$ cat src/pkg/buck_pg_defines.svh
/*
  Offsets, field positions, reset values and timing counts for the
  converter mode and supply-good control block.
  Assumes a 10 MHz system clock and a byte-addressed Avalon-MM slave.
*/
`ifndef BUCK_PG_DEFINES_SVH
`define BUCK_PG_DEFINES_SVH

// ****************************************
// Register byte offsets
// ****************************************
`define OFS_CHARGER_CONFIG 5'h00
`define OFS_INDICATOR_ON 5'h04
`define OFS_INDICATOR_PER 5'h08
`define OFS_CONV_CTRL_A 5'h0c
`define OFS_CONV_CTRL_B 5'h10
`define OFS_STATUS 5'h14

// ****************************************
// Field positions
// ****************************************
`define CHG_RESET_BIT 6
`define CTRLA_FPWM_BIT 7
`define CTRLA_LP_EN_BIT 6
`define CTRLA_DIS_MAIN_BIT 5
`define CTRLA_DIS_CORE_BIT 4
`define CTRLB_LP_OFF_BIT 7

// ****************************************
// Reset values and target codes
// ****************************************
`define REG_RESET_VAL 8'h00
`define MAIN_VSEL_3V0 4'h0
`define MAIN_VSEL_3V3 4'h3
`define CORE_VSEL_1V5 4'h0
`define CORE_VSEL_1V6 4'h1

// ****************************************
// Timing
// ****************************************
`define CLK_HZ 10000000
`define PWM_HZ 1250000
`define PHASE_DEG 270
`define DEAD_NS 100
`define SS_STEP_US 100
`define BLINK_UNIT_US 10000
`define PWM_CYC (`CLK_HZ / `PWM_HZ)
`define CORE_SHIFT_CYC ((`PWM_CYC * `PHASE_DEG) / 360)
`define DEAD_CYC ((`DEAD_NS * (`CLK_HZ / 1000000) + 999) / 1000)
`define SS_STEP_CYC (`SS_STEP_US * (`CLK_HZ / 1000000))
`define BLINK_UNIT_CYC (`BLINK_UNIT_US * (`CLK_HZ / 1000000))

`endif

$ cat src/pkg/buck_pkg.sv
/*
  Types shared by the converter control files.
  Assumes nothing beyond a SystemVerilog elaborator.
*/
package buck_pkg;
  // Per-converter comparator flags
  typedef struct packed {
    logic vreg_trip;
    logic ilim_trip;
    logic skip;
    logic below_low;
    logic above_high;
    logic below_nom;
    logic dropout;
    logic pgood;
  } buck_flags_t;
  // Charger comparator flags
  typedef struct packed {
    logic adapter_valid;
    logic usb_valid;
    logic adapter_present;
    logic usb_present;
    logic adapter_ovp;
    logic tj_hot;
  } chg_flags_t;
  // Power stage drive of one converter
  typedef struct packed {
    logic hs;
    logic ls;
    logic pfm;
    logic [1:0] ilim_step;
  } buck_drive_t;
  // Switching cycle states
  typedef enum logic [1:0] {SW_IDLE, SW_HIGH, SW_DEAD, SW_LOW} sw_state_t;
  // Supply-good source
  typedef enum logic [1:0] {PG_CHARGER, PG_OFF, PG_ON, PG_BLINK} pg_mode_t;
endpackage : buck_pkg

$ cat src/verilog/buck_mode_pg_ctrl.sv
/*
  Supply-good indication, default targets, low-power gating and
  phase timing for two step-down converters, with an Avalon-MM slave.
  Assumes comparator flags arrive asynchronously from the analog
  stage; strap and enable pins are synchronous to clk_sys_i.
*/
`timescale 1ns/1ps
`default_nettype none
`include "buck_pg_defines.svh"
// Overview of operation
// RL1: supply good when a charger input valid
// RL2: supply good off in charger sleep
// RL3: sleep when neither input is present
// RL4: overvoltage adapter never counts as valid
// RL5: charger reset holds supply good high-Z
// RL6: indicator registers override charger supply good
// RL7: suspend charging while junction flag hot
// RL8: main default from main strap
// RL9: core default from core strap
// RL10: software may rewrite both targets
// RL11: sleep request lowers or disables core
// RL12: sleep request ignored unless enabled
// RL13: bit seven forces fixed PWM
// RL14: PWM at fixed 1.25 MHz
// RL15: core starts 270 degrees after main
// RL16: switch on at start, off on trip
// RL17: low current enters power-save mode
// RL18: half-rate bursts between low and high
// RL19: nominal threshold in burst returns PWM
// RL20: dropout keeps high side on
// RL21: soft start in four current steps
// RL22: discharge on fault only if enabled
// RL23: power-good of enabled converters readable
// RL24: comparator flags pass two-stage synchroniser
// RL25: blink counter compares on-time and period
module buck_mode_pg_ctrl #(
  parameter int BLINK_UNIT_CYC = `BLINK_UNIT_CYC
) (
  // Clock and reset
  input wire logic clk_sys_i,
  input wire logic reset_i,
  // Avalon-MM slave
  input wire logic [4:0] avs_address_i,
  input wire logic avs_read_i,
  input wire logic avs_write_i,
  input wire logic [31:0] avs_writedata_i,
  output logic [31:0] avs_readdata_o,
  output logic avs_waitrequest_o,
  // Asynchronous comparator flags
  input wire buck_pkg::chg_flags_t charger_flags_i,
  input wire buck_pkg::buck_flags_t main_flags_i,
  input wire buck_pkg::buck_flags_t core_flags_i,
  // Pins and sequencer controls
  input wire logic main_default_strap_i,
  input wire logic core_default_strap_i,
  input wire logic deep_sleep_request_i,
  input wire logic main_enable_i,
  input wire logic core_enable_i,
  input wire logic uvlo_i,
  input wire logic battery_lid_open_i,
  input wire logic overtemp_i,
  // Supply-good open-drain pin
  output logic supply_good_n_o,
  output logic supply_good_oe_o,
  // Converter controls
  output logic [3:0] main_target_o,
  output logic [3:0] core_target_o,
  output logic core_enable_o,
  output logic main_discharge_o,
  output logic core_discharge_o,
  output logic charge_suspend_o,
  output var buck_pkg::buck_drive_t main_drive_o,
  output var buck_pkg::buck_drive_t core_drive_o
);
  import buck_pkg::*;

  // ****************************************
  // Constants and checks
  // ****************************************
  localparam int PWM_CYC = `PWM_CYC; // Cycles per switching period
  localparam int CORE_SHIFT = `CORE_SHIFT_CYC; // Core start offset
  localparam int SYNC_W = $bits(chg_flags_t) + 2 * $bits(buck_flags_t);

  if (PWM_CYC < 4 || PWM_CYC > 16 || BLINK_UNIT_CYC < 1 || BLINK_UNIT_CYC > 1000000)
  begin : g_bad
    $error("buck_mode_pg_ctrl: timing parameter out of range");
  end

  // ****************************************
  // Declarations
  // ****************************************
  logic ack; // Bus answer phase
  logic [7:0] chg_cfg_r; // Charger configuration
  logic [7:0] on_time_r; // Indicator on-time
  logic [7:0] period_r; // Indicator period
  logic [7:0] ctrl_a_r; // Converter control A
  logic [7:0] ctrl_b_r; // Converter control B
  logic [3:0] main_vsel_r; // Main target code
  logic [3:0] core_vsel_r; // Core target code
  logic strap_taken_r; // Straps captured once
  logic [SYNC_W-1:0] meta_r; // First sync stage only
  logic [SYNC_W-1:0] sync_r; // Synchronised flags
  chg_flags_t chg_s; // Charger flags, synced
  buck_flags_t main_s; // Main flags, synced
  buck_flags_t core_s; // Core flags, synced
  logic [19:0] unit_cnt_r; // Blink time base
  logic [7:0] blink_cnt_r; // Blink position
  logic [3:0] phase_r; // Switching phase
  logic main_start_r; // Main cycle start
  logic core_start_r; // Core cycle start
  logic fault; // Converter forced off
  logic lp_active; // Qualified sleep request
  logic sleep; // Charger sleep state
  logic chg_valid; // Valid charger supply
  logic unit_tick; // Blink time unit done
  logic pg_on; // Supply good asserted
  pg_mode_t pg_mode; // Supply-good source
  logic wr_en; // Write takes effect

  // ****************************************
  // Functions
  // ****************************************
  // RL6 indicator mode decode
  function automatic pg_mode_t pg_mode_f(input logic [7:0] on_t, input logic [7:0] per);
    pg_mode_t m;
    m = PG_CHARGER;
    if (on_t == 8'h00 && per == 8'h00) m = PG_CHARGER;
    else if (on_t == 8'h00) m = PG_OFF;
    else if (on_t >= per) m = PG_ON;
    else m = PG_BLINK;
    return m;
  endfunction : pg_mode_f

  // Register read mux, unmapped reads zero
  function automatic logic [31:0] reg_read_f(input logic [4:0] adr);
    logic [31:0] d;
    d = 32'h0000_0000;
    case (adr)
      `OFS_CHARGER_CONFIG: d[7:0] = chg_cfg_r;
      `OFS_INDICATOR_ON: d[7:0] = on_time_r;
      `OFS_INDICATOR_PER: d[7:0] = period_r;
      `OFS_CONV_CTRL_A: d[7:0] = ctrl_a_r;
      `OFS_CONV_CTRL_B: d[7:0] = ctrl_b_r;
      // RL23 power-good status
      `OFS_STATUS: d[15:0] = {core_vsel_r, main_vsel_r,
        core_drive_o.pfm, main_drive_o.pfm,
        core_enable_o & core_s.pgood, main_enable_i & ~fault & main_s.pgood,
        charge_suspend_o, sleep, 1'b0, supply_good_oe_o};
      default: d = 32'h0000_0000;
    endcase
    return d;
  endfunction : reg_read_f

  // ****************************************
  // Flag synchroniser
  // ****************************************
  // RL24 two flip-flop stages
  always_ff @(posedge clk_sys_i) begin
    if (reset_i) begin
      meta_r <= '0;
      sync_r <= '0;
    end else begin
      meta_r <= {charger_flags_i, main_flags_i, core_flags_i};
      sync_r <= meta_r;
    end
  end
  assign {chg_s, main_s, core_s} = sync_r;

  // ****************************************
  // Avalon-MM slave
  // ****************************************
  // One wait cycle, then answer; idle waitrequest stays high, straight from a flop
  always_ff @(posedge clk_sys_i) begin
    if (reset_i) avs_waitrequest_o <= 1'b1;
    else avs_waitrequest_o <= ~((avs_read_i | avs_write_i) & avs_waitrequest_o);
  end
  assign ack = ~avs_waitrequest_o;
  assign wr_en = avs_write_i & ack;

  // Read data captured so they stand at the answer edge
  always_ff @(posedge clk_sys_i) begin
    if (reset_i) avs_readdata_o <= 32'h0000_0000;
    else if (avs_read_i && !ack) avs_readdata_o <= reg_read_f(avs_address_i);
  end

  // Plain control registers
  always_ff @(posedge clk_sys_i) begin
    if (reset_i) begin
      chg_cfg_r <= `REG_RESET_VAL;
      on_time_r <= `REG_RESET_VAL;
      period_r <= `REG_RESET_VAL;
      ctrl_a_r <= `REG_RESET_VAL;
      ctrl_b_r <= `REG_RESET_VAL;
    end else if (wr_en) begin
      case (avs_address_i)
        `OFS_CHARGER_CONFIG: chg_cfg_r <= avs_writedata_i[7:0];
        `OFS_INDICATOR_ON: on_time_r <= avs_writedata_i[7:0];
        `OFS_INDICATOR_PER: period_r <= avs_writedata_i[7:0];
        `OFS_CONV_CTRL_A: ctrl_a_r <= avs_writedata_i[7:0];
        `OFS_CONV_CTRL_B: ctrl_b_r <= avs_writedata_i[7:0];
        // Unmapped writes are dropped; status writes load only the target codes below
        default: ;
      endcase
    end
  end

  // ****************************************
  // Target voltages
  // ****************************************
  // RL8 RL9 straps sampled after release
  // RL10 later writes replace them
  always_ff @(posedge clk_sys_i) begin
    if (reset_i) begin
      strap_taken_r <= 1'b0;
      main_vsel_r <= `MAIN_VSEL_3V0;
      core_vsel_r <= `CORE_VSEL_1V5;
    end else if (!strap_taken_r) begin
      strap_taken_r <= 1'b1;
      main_vsel_r <= main_default_strap_i ? `MAIN_VSEL_3V3 : `MAIN_VSEL_3V0;
      core_vsel_r <= core_default_strap_i ? `CORE_VSEL_1V6 : `CORE_VSEL_1V5;
    end else if (wr_en && avs_address_i == `OFS_STATUS) begin
      // Target codes share the status word, upper byte
      main_vsel_r <= avs_writedata_i[11:8];
      core_vsel_r <= avs_writedata_i[15:12];
    end
  end

  // RL12 request needs enable bit
  assign lp_active = deep_sleep_request_i & ctrl_a_r[`CTRLA_LP_EN_BIT];
  assign fault = uvlo_i | battery_lid_open_i | overtemp_i;

  // RL11 lower or disable core
  always_ff @(posedge clk_sys_i) begin
    if (reset_i) begin
      main_target_o <= `MAIN_VSEL_3V0;
      core_target_o <= `CORE_VSEL_1V5;
      core_enable_o <= 1'b0;
    end else begin
      main_target_o <= main_vsel_r;
      core_target_o <= lp_active ? {1'b0, ctrl_b_r[6:4]} : core_vsel_r;
      core_enable_o <= core_enable_i & ~fault & ~(lp_active & ctrl_b_r[`CTRLB_LP_OFF_BIT]);
    end
  end

  // RL22 discharge only when enabled
  always_ff @(posedge clk_sys_i) begin
    if (reset_i) begin
      main_discharge_o <= 1'b0;
      core_discharge_o <= 1'b0;
    end else begin
      main_discharge_o <= fault & ctrl_a_r[`CTRLA_DIS_MAIN_BIT];
      core_discharge_o <= fault & ctrl_a_r[`CTRLA_DIS_CORE_BIT];
    end
  end

  // RL7 thermal charge suspend
  always_ff @(posedge clk_sys_i) begin
    if (reset_i) charge_suspend_o <= 1'b0;
    else charge_suspend_o <= chg_s.tj_hot;
  end

  // ****************************************
  // Supply-good indication
  // ****************************************
  // RL3 sleep with no input
  assign sleep = ~chg_s.adapter_present & ~chg_s.usb_present;
  // RL1 RL4 valid source, overvoltage excluded
  assign chg_valid = (chg_s.adapter_valid & ~chg_s.adapter_ovp) | chg_s.usb_valid;
  assign pg_mode = pg_mode_f(on_time_r, period_r);

  // Blink time base, parameter shortens it in simulation
  always_ff @(posedge clk_sys_i) begin
    if (reset_i || unit_tick) unit_cnt_r <= 20'h00000;
    else unit_cnt_r <= unit_cnt_r + 20'h00001;
  end
  assign unit_tick = (unit_cnt_r == 20'(BLINK_UNIT_CYC - 1));

  // RL25 blink counter restarts per period
  always_ff @(posedge clk_sys_i) begin
    if (reset_i || pg_mode != PG_BLINK) blink_cnt_r <= 8'h00;
    else if (unit_tick) begin
      if (blink_cnt_r >= period_r - 8'h01) blink_cnt_r <= 8'h00;
      else blink_cnt_r <= blink_cnt_r + 8'h01;
    end
  end

  // RL6 source selection
  always_comb begin
    case (pg_mode)
      // RL2 charger source off in sleep
      PG_CHARGER: pg_on = chg_valid & ~sleep;
      PG_OFF: pg_on = 1'b0;
      PG_ON: pg_on = 1'b1;
      PG_BLINK: pg_on = blink_cnt_r < on_time_r;
      default: pg_on = 1'b0;
    endcase
  end

  // RL5 charger reset forces high-Z
  always_ff @(posedge clk_sys_i) begin
    if (reset_i) begin
      supply_good_n_o <= 1'b0;
      supply_good_oe_o <= 1'b0;
    end else begin
      supply_good_n_o <= 1'b0;
      supply_good_oe_o <= pg_on & ~chg_cfg_r[`CHG_RESET_BIT];
    end
  end

  // ****************************************
  // Switching phase
  // ****************************************
  // RL14 fixed period counter
  // RL15 core start shifted from main
  always_ff @(posedge clk_sys_i) begin
    if (reset_i) begin
      phase_r <= 4'h0;
      main_start_r <= 1'b0;
      core_start_r <= 1'b0;
    end else begin
      phase_r <= (phase_r == 4'(PWM_CYC - 1)) ? 4'h0 : phase_r + 4'h1;
      main_start_r <= (phase_r == 4'h0);
      core_start_r <= (phase_r == 4'(CORE_SHIFT));
    end
  end

  // RL13 forced PWM to both
  buck_switch_ctrl u_main (
    .clk_sys_i(clk_sys_i),
    .reset_i(reset_i),
    .enable_i(main_enable_i & ~fault),
    .cycle_start_i(main_start_r),
    .force_pwm_i(ctrl_a_r[`CTRLA_FPWM_BIT]),
    .flags_i(main_s),
    .drive_o(main_drive_o)
  );

  buck_switch_ctrl u_core (
    .clk_sys_i(clk_sys_i),
    .reset_i(reset_i),
    .enable_i(core_enable_o),
    .cycle_start_i(core_start_r),
    .force_pwm_i(ctrl_a_r[`CTRLA_FPWM_BIT]),
    .flags_i(core_s),
    .drive_o(core_drive_o)
  );

  // ****************************************
  // Checks
  // ****************************************
  chk_pg_reset_hiz: assert property ( // RL5
    @(posedge clk_sys_i) disable iff (reset_i)
    chg_cfg_r[`CHG_RESET_BIT] |=> !supply_good_oe_o) else $error("supply good not high-Z");
  chk_pg_sleep_off: assert property ( // RL2
    @(posedge clk_sys_i) disable iff (reset_i)
    pg_mode == PG_CHARGER && sleep |=> !supply_good_oe_o) else $error("supply good on in sleep");
  chk_pg_valid_on: assert property ( // RL1
    @(posedge clk_sys_i) disable iff (reset_i)
    pg_mode == PG_CHARGER && chg_s.usb_valid && !sleep && !chg_cfg_r[`CHG_RESET_BIT]
    |=> supply_good_oe_o) else $error("supply good missing");
  chk_pg_ovp_block: assert property ( // RL4
    @(posedge clk_sys_i) disable iff (reset_i)
    pg_mode == PG_CHARGER && chg_s.adapter_ovp && !chg_s.usb_valid
    |=> !supply_good_oe_o) else $error("overvoltage adapter accepted");
  chk_tj_suspend: assert property ( // RL7
    @(posedge clk_sys_i) disable iff (reset_i)
    $rose(chg_s.tj_hot) |=> charge_suspend_o) else $error("charge not suspended");
  chk_lp_ignored: assert property ( // RL12
    @(posedge clk_sys_i) disable iff (reset_i)
    !ctrl_a_r[`CTRLA_LP_EN_BIT] && core_enable_i && !fault
    |=> core_enable_o && core_target_o == $past(core_vsel_r)) else $error("sleep request acted");
  chk_core_phase: assert property ( // RL15
    @(posedge clk_sys_i) disable iff (reset_i)
    main_start_r |-> ##6 core_start_r) else $error("core phase shift wrong");
  chk_discharge: assert property ( // RL22
    @(posedge clk_sys_i) disable iff (reset_i)
    !ctrl_a_r[`CTRLA_DIS_MAIN_BIT] |=> !main_discharge_o) else $error("discharge not enabled");
  chk_blink_wrap: assert property ( // RL25
    @(posedge clk_sys_i) disable iff (reset_i)
    pg_mode == PG_BLINK && unit_tick && blink_cnt_r == period_r - 8'h01 && $stable(period_r)
    |=> blink_cnt_r == 8'h00) else $error("blink period not restarted");
endmodule : buck_mode_pg_ctrl
`default_nettype wire

$ cat src/verilog/buck_switch_ctrl.sv
/*
  Switching cycle, power-save and soft-start control for one converter.
  Assumes flags already synchronised and a one-cycle start pulse.
*/
`timescale 1ns/1ps
`default_nettype none
`include "buck_pg_defines.svh"
module buck_switch_ctrl #(
  parameter int DEAD_CYC = `DEAD_CYC,
  parameter int SS_STEP_CYC = `SS_STEP_CYC
) (
  // Clock and reset
  input wire logic clk_sys_i,
  input wire logic reset_i,
  // Control
  input wire logic enable_i,
  input wire logic cycle_start_i,
  input wire logic force_pwm_i,
  input wire buck_pkg::buck_flags_t flags_i,
  // Power stage drive
  output var buck_pkg::buck_drive_t drive_o
);
  import buck_pkg::*;
  sw_state_t state_r, state_nxt; // Cycle state
  logic hs_r, ls_r, pfm_r, burst_r, half_r; // Drive and mode
  logic [1:0] step_r; // Current limit step
  logic [3:0] dead_cnt_r; // Dead time count
  logic [11:0] ss_cnt_r; // Step dwell count
  logic go; // Cycle may start

  if (DEAD_CYC < 1 || DEAD_CYC > 15 || SS_STEP_CYC < 1 || SS_STEP_CYC > 4096) begin : g_bad
    $error("buck_switch_ctrl: timing parameter out of range");
  end

  // RL18 half rate burst
  assign go = cycle_start_i & enable_i & (~pfm_r | (burst_r & half_r));

  // RL16 cycle sequencing
  always_comb begin
    state_nxt = state_r;
    case (state_r)
      SW_IDLE: if (go) state_nxt = SW_HIGH;
      SW_HIGH: begin
        // RL20 dropout keeps switch on
        if (!enable_i) state_nxt = SW_IDLE;
        else if (flags_i.ilim_trip || (flags_i.vreg_trip && !flags_i.dropout)) state_nxt = SW_DEAD;
      end
      SW_DEAD: begin
        if (!enable_i) state_nxt = SW_IDLE;
        else if (dead_cnt_r == 4'(DEAD_CYC - 1)) state_nxt = SW_LOW;
      end
      SW_LOW: begin
        // RL18 burst over, all idle
        if (!enable_i || (pfm_r && !burst_r)) state_nxt = SW_IDLE;
        else if (go) state_nxt = SW_HIGH;
      end
      default: state_nxt = SW_IDLE;
    endcase
  end

  // State and registered drive
  always_ff @(posedge clk_sys_i) begin
    if (reset_i) begin
      state_r <= SW_IDLE;
      hs_r <= 1'b0;
      ls_r <= 1'b0;
    end else begin
      state_r <= state_nxt;
      hs_r <= (state_nxt == SW_HIGH);
      ls_r <= (state_nxt == SW_LOW);
    end
  end

  // Dead time counter
  always_ff @(posedge clk_sys_i) begin
    if (reset_i || state_r != SW_DEAD) dead_cnt_r <= 4'h0;
    else dead_cnt_r <= dead_cnt_r + 4'h1;
  end

  // RL17 RL19 power-save entry and exit
  always_ff @(posedge clk_sys_i) begin
    if (reset_i || !enable_i || force_pwm_i) pfm_r <= 1'b0;
    else if (pfm_r && burst_r && flags_i.below_nom) pfm_r <= 1'b0;
    else if (!pfm_r && flags_i.skip) pfm_r <= 1'b1;
  end

  // RL18 burst window and half rate
  always_ff @(posedge clk_sys_i) begin
    if (reset_i || !pfm_r) begin
      burst_r <= 1'b0;
      half_r <= 1'b1;
    end else begin
      if (flags_i.below_low) burst_r <= 1'b1;
      else if (flags_i.above_high) burst_r <= 1'b0;
      if (cycle_start_i) half_r <= ~half_r;
    end
  end

  // RL21 soft start in four steps
  always_ff @(posedge clk_sys_i) begin
    if (reset_i || !enable_i) begin
      step_r <= 2'd0;
      ss_cnt_r <= 12'h000;
    end else if (step_r != 2'd3) begin
      if (ss_cnt_r == 12'(SS_STEP_CYC - 1)) begin
        ss_cnt_r <= 12'h000;
        step_r <= step_r + 2'd1;
      end else ss_cnt_r <= ss_cnt_r + 12'h001;
    end
  end

  assign drive_o = '{hs: hs_r, ls: ls_r, pfm: pfm_r, ilim_step: step_r};

  // RL13 forced PWM
  chk_fpwm_no_pfm: assert property (@(posedge clk_sys_i) disable iff (reset_i) // RL13
    force_pwm_i |=> !drive_o.pfm) else $error("power-save under forced PWM");
  // RL19 exit on nominal threshold
  chk_pfm_exit: assert property (@(posedge clk_sys_i) disable iff (reset_i) // RL19
    pfm_r && burst_r && flags_i.below_nom |=> !pfm_r) else $error("power-save not left");
  // RL16 trip ends on-time
  chk_trip_off: assert property (@(posedge clk_sys_i) disable iff (reset_i) // RL16
    state_r == SW_HIGH && enable_i
    && (flags_i.ilim_trip || (flags_i.vreg_trip && !flags_i.dropout)) |=> !hs_r ##1 !hs_r)
    else $error("switch stayed on after trip");
endmodule : buck_switch_ctrl
`default_nettype wire

$ cat config.mk
export PLATFORM = sky130hd
export DESIGN_NAME = buck_mode_pg_ctrl
export DESIGN_NICKNAME = d
export VERILOG_FILES = /design/src/pkg/buck_pkg.sv /design/src/verilog/buck_mode_pg_ctrl.sv /design/src/verilog/buck_switch_ctrl.sv
export VERILOG_INCLUDE_DIRS = /design/src /design/src/pkg
export SDC_FILE = /design/constraint.sdc
export NUM_CORES = 1
export LEC_CHECK = 0
export ABC_AREA = 1
export BUFFER_PORTS_ARGS = -buffer_cell sky130_fd_sc_hd__buf_2
export CAP_MARGIN = 30
export CORE_UTILIZATION = 62
export DETAILED_ROUTE_END_ITERATION = 10
export PLACE_DENSITY = 0.84
export RECOVER_POWER = 50
export SYNTH_ARGS = -nofsm -noshare
export SYNTH_HDL_FRONTEND = slang
export SYNTH_SLANG_ARGS = --single-unit
$ cat constraint.sdc
create_clock -name clk_sys_i -period 6.3 [get_ports clk_sys_i]
set_clock_uncertainty 0.05 [all_clocks]
set_input_delay 1.26 -clock clk_sys_i [delete_from_list [all_inputs] [get_ports clk_sys_i]]
set_output_delay 1.26 -clock clk_sys_i [all_outputs]
set_load 0.01 [all_outputs]
==> run_results.csv <==
group,metric,value,unit
timing,worst_hold_slack,0.350,ns
global_route,grt_pass1_vias,7594,
detailed_routing,drc,0,
floorplanning,initial_core_util,64.3,%
pwr,p_switching,0.611,mW
clock_network,clock_path_buffers,3,
place,post-dp-hpwl,15200,um
clock_network,cts.clk_slew.worst_paths,0.06,ns
global_route,busiest_layer,"met2",
global_route,antenna_found_initial,1,
detailed_routing,ant_nets,0,
logic_synthesis,ys_seq_elements,207,
clock_network,numCtsBuffers,21,
layout,area.growth.synth_to_final,10.9,%
timing,max_freq,0.241,GHz
layout,post_route_cells_drive_above_1_share,9.52,%
timing,finalCritPeriodShare,65.8,%
clock_network,cts-htree-levels,1,
floorplanning,die_w,126,um
timing,rsz0062_at_grt,"no",
logic_synthesis,ys_seq_area_share,43.7,%
job,maxCapViolCount,1,
worst_setup_path,crit_chain,"buf_2, nor2_1, nand3_4, nor2_4, inv_2, o21ai_0, a21oi_1",
global_route,grt_max_degree,71,
floorplanning,core,14800,um^2
pwr,intPower,2.10,mW
pwr,swShare,22.5,%
floorplanning,chipHeight,126,um
pwr,p_seq_share,49.8,%
pwr,p_comb_share,4.8,%
layout,fin_util,71.3,%
timing,setup_viol,0,
detailed_routing,via_per_inst,5.36,
floorplanning,ios,128,
global_route,use_met1,35.7,%
logic_synthesis,avgSynthCellArea,7.40,um^2
worst_setup_path,max_stage_delay,2.07,ns
clock_network,cts_tree,"yes",
layout,diodes,0,
global_route,met2_usage,46.1,%
pwr,power_frac_clock,45.4,%
global_route,grt_pass1_wl,35400,um
clock_network,post-cts-setup-buffers,0,
pwr,total_power,2.71,mW
logic_synthesis,netlist_area,9490,um^2
detailed_routing,avgRoutedWirePerCell,13.8,um
worst_setup_path,setup.worst_path.start_class,"input port",
timing,worst_pin_slew,2.87,ns
run_status,violations,"max-capacitance violations, max-slew violations",
pwr,powerDensity,258,nW/um^2
global_route,grtUsageTotal,27.5,%
run_status,status,"finished, violations left",
logic_synthesis,yosys-top-cells-area,"dfxtp_1 (44%), nor2_1 (9.4%), nand2_1 (7.8%)",
global_route,grt_overflow,0,
clock_network,root_buffer,"clkbuf_16",
logic_synthesis,yosysUniqueCellTypes,41,
floorplanning,die_area,15800,um^2
worst_setup_path,cp-end-kind,"register",
layout,fin_nets,1472,
place,place_congestion,0.906,
detailed_routing,finalWirelength,21600,um
pwr,ir_drop,0.243,mV
timing,fin_tns_setup,0,ns
clock_network,clock-sinks,207,
timing,hold_viol,0,
logic_synthesis,yosysWarnings,0,
timing,layout_setup_ws,2.15,ns
worst_setup_path,worstSetupPathType,"input port to register",
global_route,use_met3,4.80,%
clock_network,postCtsHoldBufs,0,
place,pre_cts_ws,2.70,ns
timing,period_needed,4.15,ns
worst_setup_path,crit_slowest_cell,"nor2_1",
logic_synthesis,synth_cells,1282,
timing,slew_headroom,-91.7,%
detailed_routing,vias,8355,
detailed_routing,drt_first_pass_iters,5,
pwr,p_leak,4.61,nW
detailed_routing,drtIter0Drc,639,
clock_network,insertion_delay,0.51,ns
layout,fillers,1212,
floorplanning,row_count,44,
worst_setup_path,cp_max_fo,38,
timing,drv_slew,39,
worst_setup_path,cp.required,6.64,ns
worst_hold_path,hp-class,"register to register",
logic_synthesis,synth.top_cell.area_share,43.7,%
clock_network,cts_resized,0,
place,portBuffers,94,
logic_synthesis,synth_top_cell_by_area,"dfxtp_1",
worst_setup_path,worstPathArrival,4.48,ns
metrics by stage:
step                      instance area, um^2  std cells
final                                   10500       1560
after global placement                   9900       1524
after CTS                               10600       1560
after detailed placement                 9900       1524
after global routing                    10500       1560
after floorplan                          9550       1298
placed cells by master, fill, tap and decap left out, types with 17 or more instances in the layout:
cell / count
nor2_1: 238
nand4_1: 50
dfxtp_1: 207
nor3_1: 40
clkbuf_16: 21
nand2_1: 197
nand3_1: 42
ha_1: 38
inv_1: 180
o21ai_0: 65
clkbuf_1: 42
a21oi_1: 75
buf_2: 55
conb_1: 17
synthesized netlist by cell type:
master and instances:
a211oi_1 1, a21o_1 1, a21oi_1 75, a21oi_2 4, a311oi_1 1, a31oi_1 3, buf_1 1, buf_2 7
buf_4 28, buf_6 7, clkbuf_1 11, clkinv_2 1, conb_1 1, dfxtp_1 207, ha_1 38, inv_1 180
inv_2 10, nand2_1 197, nand2_2 2, nand3_1 42, nand3_2 3, nand3_4 4, nand3b_1 3, nand4_1 50
nor2_1 237, nor2_2 2, nor2_4 9, nor2_8 1, nor3_1 40, nor3b_1 2, nor4_1 3, o211ai_1 2
o21a_1 6, o21ai_0 65, o21ai_1 8, o21ai_2 1, o21bai_1 2, or2_0 1, or2_2 5, xnor2_1 10
xor2_1 11
flip-flops by register name (all words and copies together), names as in the netlist, 8 cells and up:
register and flops:
ctrl_a_r 8, ctrl_b_r 8, on_time_r 8, meta_r 22, u_main.ss_cnt_r 12, period_r 8
sync_r 22, avs_readdata_o 16, chg_cfg_r 8, u_core.ss_cnt_r 12, unit_cnt_r 20, blink_cnt_r 8
power by group through the flow:
stage,Clock (mW),Combinational [mW],Sequential [mW]
2_1_floorplan,0,0.0906,1.38
3_3_place_gp,0,0.125,1.38
3_5_place_dp,0,0.128,1.38
4_1_cts,1.25,0.130,1.35
5_1_grt,1.30,0.144,1.35
6_report,1.23,0.130,1.35
cells by family after synthesis:
logic type | after synthesis | synth area share [%]
AOI/OAI and AO/OA | 169 | 9.51
xor gates and xnor gates | 21 | 1.94
adders and majority gates | 38 | 5.01
buffers and inverters | 245 | 11.5
DFF | 207 | 43.7
other | 1 | 0.0395
and+or+nand+nor | 601 | 28.4
per-layer routing:
layer,routed length (um),part of all wire [%]
met1,9590,44
met2,9960,46
met3,1400,6.5
met4,612,2.8
met5,8,0.037
path summary, 6_finish.rpt:
path	cells past startpoint	endpoint	slack, ns	from
worst min register to register	2	charge_suspend_o	0.35	sync_r[16]
worst max register to register	11	blink_cnt_r[0]	3.86	period_r[1]
worst max-delay path	7	ctrl_b_r[0]	2.15	avs_address_i[0]
worst min-delay path	2	charge_suspend_o	0.35	sync_r[16]
layout make-up:
type                    count  area [um^2]  share of cell area, %
well taps                 184          230                   2.19
multi-input cells         846         4310                   41.0
repair buffers             96          437                   4.15
clock buffers              30          619                   5.89
flip-flops and latches    207         4140                   39.4
clock inverters             6         65.1                  0.618
inverters                 191          718                   6.82
worst max-delay path: cells and delay by family:
family | cells | cell delay (ns)
buffers and inverters | 2 | 0.26
AND/OR/NAND/NOR | 3 | 2.71
AO/OA/AOI/OAI | 2 | 0.23
(Power assumes the default switching activity.)
